--- src/rtl/tmd_pkg.sv ---
// Behaviour
// RL1: In interval mode the timer event is raised only when interval_irq_enable (bit 15) is 1; reset leaves it 0.
// RL2: With match_zero_clear_enable (bit 0) set, the counter returns to zero on reaching compare A.
// RL3: With match_zero_clear_enable clear, the counter halts and holds at compare A after a match.
// RL4: While halted at compare A without zero clear, no further interval event is raised.
// RL5: The selected count clock is divided by 2 to the power (n+1), n being bits 2:0; reset selects 000.
// RL6: The divisor applies to whichever count clock source is currently selected.
// RL7: In pulse mode a compare B match raises the event only when pulse_match_b_irq_enable (bit 15) is 1.
// RL8: In pulse mode a compare A match raises the event only when pulse_match_a_irq_enable (bit 14) is 1.
// RL9: The pulse output flip-flop is loaded with output_initial_level (bit 0), reset value 0.
// RL10: Pulse generator settings exist only for timers 1 and 2, not timer 0.
// RL11: The 2-bit mode field selects 00 interval, 01 pulse, 10 watchdog, 11 reserved.
// RL12: The divided clock is used only when prescale_enable is 1, otherwise the undivided source.
// RL13: Division is a synchronous prescaler giving a one-cycle count enable on the single clock.
package tmd_pkg;

  // Register offsets within one timer's window
  localparam logic [7:0] TMD_OFS_INTERVAL = 8'h10;
  localparam logic [7:0] TMD_OFS_DIVIDE   = 8'h20;
  localparam logic [7:0] TMD_OFS_PULSE    = 8'h30;

  // Field positions
  localparam int TMD_BIT_IIE     = 15;
  localparam int TMD_BIT_ZCE     = 0;
  localparam int TMD_BIT_PBE     = 15;
  localparam int TMD_BIT_PAE     = 14;
  localparam int TMD_BIT_INIT    = 0;
  localparam int TMD_DIV_MSB     = 2;
  localparam int TMD_DIV_W       = 3;

  // Reset values
  localparam logic       TMD_RST_BIT = 1'b0;
  localparam logic [2:0] TMD_RST_DIV = 3'h0;

  // Prescaler width: largest divisor is 256
  localparam int TMD_PRE_W = 8;

  // Operating modes
  typedef enum logic [1:0] {
    TMD_MODE_INTERVAL = 2'h0,
    TMD_MODE_PULSE    = 2'h1,
    TMD_MODE_WATCHDOG = 2'h2,
    TMD_MODE_RSVD     = 2'h3
  } tmd_mode_t;

  // Settings held by the control register outside this block
  typedef struct packed {
    tmd_mode_t mode;         // operating_mode_select
    logic      count_en;     // counter running
    logic      clear_stop;   // clear count while stopped
    logic      prescale_en;  // prescale_enable
    logic      src_ext;      // 1: external count clock
    logic      ext_rise;     // 1: count on rising external edge
  } tmd_ctrl_t;

  // Register bus request
  typedef struct packed {
    logic        wr;
    logic        rd;
    logic [7:0]  addr;
    logic [31:0] wdata;
  } tmd_req_t;

endpackage : tmd_pkg

--- src/rtl/tmd_timer_cfg.sv ---
`timescale 1ns/100ps
module tmd_timer_cfg
  import tmd_pkg::*;
#(
  parameter int CHAN  = 1,   // timer index 0..2
  parameter int CNT_W = 32   // counter width
) (
  input  wire logic             clk,         // 50 MHz bus clock
  input  wire logic             rst,         // async reset, high
  input  wire tmd_req_t         req,         // register access
  output logic [31:0]           rdata,       // read data, registered
  input  wire tmd_ctrl_t        ctrl,        // control settings
  input  wire logic [CNT_W-1:0] compare_value_a, // compare A
  input  wire logic [CNT_W-1:0] compare_value_b, // compare B
  input  wire logic             ext_clk_in,  // external count clock
  output logic [CNT_W-1:0]      count,       // counter value
  output logic                  pulse_out,   // pulse output flip-flop
  output logic                  irq_event    // one-cycle timer event
);

  localparam logic HAS_PG = (CHAN != 0);

  // Configuration registers
  logic                 interval_irq_enable_r;
  logic                 match_zero_clear_enable_r;
  logic [TMD_DIV_W-1:0] clock_divide_select_r;
  logic                 pulse_match_b_irq_enable_r;
  logic                 pulse_match_a_irq_enable_r;
  logic                 output_initial_level_r;

  // Datapath state
  logic [TMD_PRE_W-1:0] pre_r;
  logic [CNT_W-1:0]     count_r;
  logic                 halted_r;
  logic                 pulse_r;
  logic                 ext_prev_r;
  logic                 event_r;
  logic [31:0]          rdata_r;

  logic                 src_tick;
  logic                 div_tick;
  logic                 cnt_tick;
  logic                 match_a;
  logic                 match_b;
  logic                 int_event;
  logic                 pg_a_event;
  logic                 pg_b_event;
  logic [TMD_PRE_W-1:0] pre_last;

  // Address decode helper
  function automatic logic hit(input tmd_req_t r, input logic [7:0] ofs);
    hit = (r.addr == ofs);
  endfunction : hit

  // Interval mode register write
  always_ff @(posedge clk or posedge rst) begin
    if (rst) begin
      interval_irq_enable_r     <= TMD_RST_BIT; // RL1
      match_zero_clear_enable_r <= TMD_RST_BIT;
    end else if (req.wr && hit(req, TMD_OFS_INTERVAL)) begin
      interval_irq_enable_r     <= req.wdata[TMD_BIT_IIE];
      match_zero_clear_enable_r <= req.wdata[TMD_BIT_ZCE];
    end
  end

  // Divide register write
  always_ff @(posedge clk or posedge rst) begin
    if (rst) begin
      clock_divide_select_r <= TMD_RST_DIV; // RL5
    end else if (req.wr && hit(req, TMD_OFS_DIVIDE)) begin
      clock_divide_select_r <= req.wdata[TMD_DIV_MSB:0];
    end
  end

  // Pulse mode register write, absent on timer 0
  always_ff @(posedge clk or posedge rst) begin
    if (rst) begin
      pulse_match_b_irq_enable_r <= TMD_RST_BIT; // RL7
      pulse_match_a_irq_enable_r <= TMD_RST_BIT; // RL8
      output_initial_level_r     <= TMD_RST_BIT; // RL9
    end else if (HAS_PG && req.wr && hit(req, TMD_OFS_PULSE)) begin // RL10
      pulse_match_b_irq_enable_r <= req.wdata[TMD_BIT_PBE];
      pulse_match_a_irq_enable_r <= req.wdata[TMD_BIT_PAE];
      output_initial_level_r     <= req.wdata[TMD_BIT_INIT];
    end
  end

  // Register read, unmapped offsets read zero
  always_ff @(posedge clk or posedge rst) begin
    if (rst) begin
      rdata_r <= 32'h0;
    end else if (req.rd) begin
      rdata_r <= 32'h0;
      if (hit(req, TMD_OFS_INTERVAL)) begin
        rdata_r[TMD_BIT_IIE] <= interval_irq_enable_r;
        rdata_r[TMD_BIT_ZCE] <= match_zero_clear_enable_r;
      end else if (hit(req, TMD_OFS_DIVIDE)) begin
        rdata_r[TMD_DIV_MSB:0] <= clock_divide_select_r;
      end else if (HAS_PG && hit(req, TMD_OFS_PULSE)) begin // RL10
        rdata_r[TMD_BIT_PBE]  <= pulse_match_b_irq_enable_r;
        rdata_r[TMD_BIT_PAE]  <= pulse_match_a_irq_enable_r;
        rdata_r[TMD_BIT_INIT] <= output_initial_level_r;
      end
    end
  end

  // External clock edge history
  always_ff @(posedge clk or posedge rst) begin
    if (rst) begin
      ext_prev_r <= 1'b0;
    end else begin
      ext_prev_r <= ext_clk_in;
    end
  end

  // Source tick from the selected count clock
  always_comb begin
    if (ctrl.src_ext) begin
      src_tick = ctrl.ext_rise ? (ext_clk_in & ~ext_prev_r)
                               : (~ext_clk_in & ext_prev_r);
    end else begin
      src_tick = 1'b1;
    end
  end

  // Last prescaler value: 2^(n+1)-1
  assign pre_last = TMD_PRE_W'((16'h2 << clock_divide_select_r) - 16'h1); // RL5

  // Prescaler counts source ticks only
  always_ff @(posedge clk or posedge rst) begin
    if (rst) begin
      pre_r <= '0;
    end else if (!ctrl.count_en || !ctrl.prescale_en) begin
      pre_r <= '0;
    end else if (src_tick) begin // RL6
      pre_r <= (pre_r >= pre_last) ? '0 : pre_r + 1'b1; // RL13
    end
  end

  // One-cycle count enable
  assign div_tick = src_tick && (pre_r >= pre_last); // RL13
  assign cnt_tick = ctrl.count_en && (ctrl.prescale_en ? div_tick : src_tick); // RL12

  assign match_a = (count_r == compare_value_a);
  assign match_b = (count_r == compare_value_b);

  // Match events per mode
  assign int_event  = (ctrl.mode == TMD_MODE_INTERVAL) && cnt_tick && match_a && !halted_r; // RL4
  assign pg_a_event = (ctrl.mode == TMD_MODE_PULSE) && HAS_PG && cnt_tick && match_a;
  assign pg_b_event = (ctrl.mode == TMD_MODE_PULSE) && HAS_PG && cnt_tick && match_b;

  // Counter and halt state
  always_ff @(posedge clk or posedge rst) begin
    if (rst) begin
      count_r  <= '0;
      halted_r <= 1'b0;
    end else if (!ctrl.count_en) begin
      if (ctrl.clear_stop) begin
        count_r  <= '0;
        halted_r <= 1'b0;
      end
    end else if (ctrl.mode == TMD_MODE_RSVD) begin
      halted_r <= halted_r;
    end else if (int_event) begin
      if (match_zero_clear_enable_r) begin
        count_r <= '0; // RL2
      end else begin
        halted_r <= 1'b1; // RL3
      end
    end else if (pg_b_event) begin
      count_r <= '0;
    end else if (cnt_tick && !halted_r) begin
      count_r <= count_r + 1'b1;
    end
  end

  // Pulse output flip-flop
  always_ff @(posedge clk or posedge rst) begin
    if (rst) begin
      pulse_r <= TMD_RST_BIT;
    end else if (!HAS_PG || ctrl.mode != TMD_MODE_PULSE || !ctrl.count_en) begin // RL11
      pulse_r <= output_initial_level_r; // RL9
    end else if (pg_a_event ^ pg_b_event) begin
      pulse_r <= ~pulse_r;
    end
  end

  // Gated timer event
  always_ff @(posedge clk or posedge rst) begin
    if (rst) begin
      event_r <= 1'b0;
    end else begin
      event_r <= (int_event && interval_irq_enable_r)        // RL1
               | (pg_b_event && pulse_match_b_irq_enable_r)  // RL7
               | (pg_a_event && pulse_match_a_irq_enable_r); // RL8
    end
  end

  // Outputs
  assign rdata     = rdata_r;
  assign count     = count_r;
  assign pulse_out = pulse_r;
  assign irq_event = event_r;

endmodule : tmd_timer_cfg

--- config.mk ---
export PLATFORM = sky130hd
export DESIGN_NAME = tmd_timer_cfg
export DESIGN_NICKNAME = d
export VERILOG_FILES = /design/src/rtl/tmd_pkg.sv /design/src/rtl/tmd_timer_cfg.sv
export SDC_FILE = /design/constraint.sdc
export NUM_CORES = 1
export LEC_CHECK = 0
export ABC_AREA = 1
export BUFFER_PORTS_ARGS = -buffer_cell sky130_fd_sc_hd__buf_2
export CAP_MARGIN = 25
export CORE_MARGIN = 2
export CORE_UTILIZATION = 51
export DETAILED_ROUTE_END_ITERATION = 10
export PLACE_DENSITY = 0.81
export SLEW_MARGIN = 20
export SYNTH_ARGS = -nofsm -noshare
export SYNTH_HDL_FRONTEND = slang
export SYNTH_SLANG_ARGS = --single-unit
--- constraint.sdc ---
create_clock -name clk -period 2.9 [get_ports clk]
set_input_delay 0 -clock clk [delete_from_list [all_inputs] [get_ports clk]]
set_output_delay 0 -clock clk [all_outputs]
set_load 0.01 [all_outputs]
==> flow_summary.json <==
{
  "period_share_pct": 89.6,
  "drt_wl_total_um": 13400,
  "area_growth_syn_to_layout_pct": 18.1,
  "root_buffer": "clkbuf_8",
  "synth_compound_area_share_pct": 3.36,
  "dpl.hpwl_um": 9870,
  "drt_iter0_drc": 291,
  "initial_core_util_pct": 52.7,
  "worstMarginPinSlew_ns": 0.709,
  "track_usage_pct": 24.5,
  "grt-ovfl-total": 0,
  "whs_endpoint": "match_zero_clear_enable_r",
  "final.setup.tns_ns": 0,
  "wl_met2_um": 6420,
  "setup_viol_count_final": 0,
  "routed_via_density": 4.80,
  "wire_per_inst_um": 12.2,
  "cts_tree": "done",
  "max_freq_mhz": 385,
  "clock_sink_count": 57,
  "critPathKind": "reg -> reg",
  "min_from": "req[37]",
  "grt_pass1_vias": 4832,
  "maxCapViolCount": 0,
  "antenna_found_initial": 0,
  "cp-start-kind": "register",
  "clock_skew_ns": 0.00616,
  "yosysMostFrequentCell": "nand2_1",
  "synth_area_leader_cell": "dfrtp_1",
  "h-tree-depth": 3,
  "cp_data_arrival_time_ns": 2.89,
  "netlist_area_mm2": 0.00518,
  "p_per_area_mw_per_mm2": 338,
  "ir_drop_mv": 0.243,
  "synth-seq-cells": 57,
  "n_fill_cell": 986,
  "topRoutingLayerUsed": "met4",
  "critical_path_required_ns": 3.19,
  "dr_wl_met3_um": 927,
  "status": "finished clean",
  "synthXorXnorAreaFrac_pct": 10.1,
  "synth_top_area_share_pct": 27.5,
  "io_buffers": 127,
  "holdWs_ns": 0.0258,
  "leakagePower_nw": 3.31,
  "clock_latency_ns": 0.35,
  "wl_met1_um": 5760,
  "antenna_left": 0,
  "synthSimpleGateAreaFrac_pct": 41.1,
  "hold_class": "in -> reg",
  "synthArstFlopShare_pct": 100,
  "rows": 36,
  "synthFlopType": "dfrtp_1",
  "multiInputGateArea_mm2": 0.00306,
  "die_h_um": 105,
  "cts-buffers-inserted": 9,
  "synth_seq_area_share_pct": 27.5,
  "core_area_mm2": 0.00982,
  "drc": 0,
  "rsz0062_at_grt": "false",
  "drt_first_pass_iters": 5,
  "min_path_cells": 4,
  "drive_gt1_share_pct": 19.3,
  "hold_viol_final": 0,
  "ys_warn_count": 0,
  "die_area_mm2": 0.0110,
  "grt_max_degree": 34,
  "ys_types": 35,
  "globalplace.congestion": 0.958,
  "num_vias": 5281,
  "die_w_um": 105,
  "final_nets": 1088,
  "crit_fanout": 24,
  "reg2reg_depth": 17,
  "critPathCaptureType": "register",
  "synth-edff-count": 0,
  "syn_inst": 839,
  "io_pins": 182,
  "synth_area_leaders": "dfrtp_1 (28%), nand2_1 (23%), nor2_1 (8.8%)",
  "r2r_slack_ns": 0.30,
  "synthTopCellsByCount": "nand2_1 (318), nor2_1 (122), inv_1 (88), dfrtp_1 (57), buf_4 (34)",
  "diodes": 0,
  "synthMuxAreaShare_pct": 0,
  "clk_pin_slew_ns": 0.07,
  "slew_viol_final": 0,
  "r2r_start": "clock_divide_select_r[0]",
  "regArea_mm2": 0.00143,
  "fin_crit_ns": 2.60,
  "synthAdderAreaFrac_pct": 2.17,
  "synth_top_family_by_area": "simple AND/OR/NAND/NOR gates",
  "syn_avg_cell_area_um2": 6.17,
  "r2r-end": "count[19]",
  "clk_path_buf_depth": 2,
  "grt_first_pass_wirelength_um": 22100,
  "max_slew_margin_pct": 52.7
}
## repair_timing
| action | CTS | global route |
|---|---|---|
| hold buffers | 11 | 0 |
| endpoints found under the hold margin | 45 | 0 |
| setup endpoints to repair | 0 | 32 |
| buffers inserted | 0 | 2 |
| resized for setup | 0 | 2 |
## power breakdown
part	total, mW	leakage, nW	switching (mW)	internal [mW]
sequential	0.845	0.773	0.0326	0.813
combinational	0.353	2.43	0.203	0.150
clock	0.868	0.115	0.341	0.527
total	2.07	3.31	0.576	1.49
## routing by layer
metal / up-vias / GRT usage, %
met5: - / 0
met4: 0 / 6.95
met3: 26 / 4.30
met2: 196 / 41.8
met1: 2337 / 31.9
li1: 2722 / -
## cell families after synthesis
kind of cell / after synthesis
other: 1
flip-flops: 57
adder cells (fa/ha/maj): 9
buffers and inverters: 165
XOR/XNOR: 60
AO/OA/AOI/OAI: 33
AND/OR/NAND/NOR: 514
## how the worst max path moves through the flow
stage	depth (start not counted)	endpoint	slack, ns	start
global placement	17	count[15]	0.28	clock_divide_select_r[0]
global route	17	count[29]	0.05	clock_divide_select_r[0]
detailed placement	17	count[17]	0.21	clock_divide_select_r[0]
CTS	17	count[17]	0.14	clock_divide_select_r[0]
floorplan	18	count[28]	0.76	clock_divide_select_r[0]
finish	17	count[19]	0.30	clock_divide_select_r[0]
## layout make-up
type                            instances  area share [%]
Clock buffer                           11            2.48
Inverter                              106            6.51
Multi-Input combinational cell        644            50.0
Timing Repair Buffer                  145            13.7
Clock inverter                          5            1.27
Sequential cell                        57            23.3
Tap cell                              133            2.72
## flip-flops by register name, summed over array words and instances (netlist names)
| register | count |
|---|---|
| clock_divide_select_r | 3 |
| count | 32 |
| ext_prev_r | 1 |
| halted_r | 1 |
| interval_irq_enable_r | 1 |
| irq_event | 1 |
| match_zero_clear_enable_r | 1 |
| output_initial_level_r | 1 |
| pre_r | 8 |
| pulse_match_a_irq_enable_r | 1 |
| pulse_match_b_irq_enable_r | 1 |
| pulse_out | 1 |
| rdata | 5 |
## layout by cell type (no fill, tap or decap), types with 14 or more instances in the layout
cell	n
nor2_1	122
o21ai_0	16
inv_2	17
nand3_1	26
dfrtp_1	57
a21oi_1	14
xnor2_1	32
nand2_1	318
conb_1	27
buf_2	127
inv_1	87
xor2_1	28
## critical path: stages, from the launching register on
cell and delay, ns:
dfrtp_1 0.42, or2_2 0.32, nor2_1 0.11, ha_1 0.24, nand2_1 0.07, nand2_1 0.04
nand2_1 0.05, nand2_1 0.04, nand2_1 0.05, nand2_1 0.06, nand2_1 0.14, nor2_2 0.08
nand3_2 0.10, buf_4 0.20, nand3_4 0.28, nor2_1 0.21, nand2_1 0.07, nand2_1 0.06
## through the flow
| step | worst slack, ns | util [%] | cell area (um^2) | total power, mW | cells |
|---|---|---|---|---|---|
| floorplan | 0.762 | - | 5280 | 1.09 | 865 |
| CTS | 0.144 | 61.7 | 6060 | 2.06 | 1098 |
| global placement | 0.278 | 58.2 | 5720 | 1.17 | 1071 |
| finish | 0.301 | 62.3 | 6120 | 2.07 | 1101 |
| detailed placement | 0.207 | 58.2 | 5720 | 1.18 | 1071 |
| global route | 0.0548 | 62.3 | 6120 | 2.16 | 1101 |
Note: power is estimated with default switching activity, not from simulation.
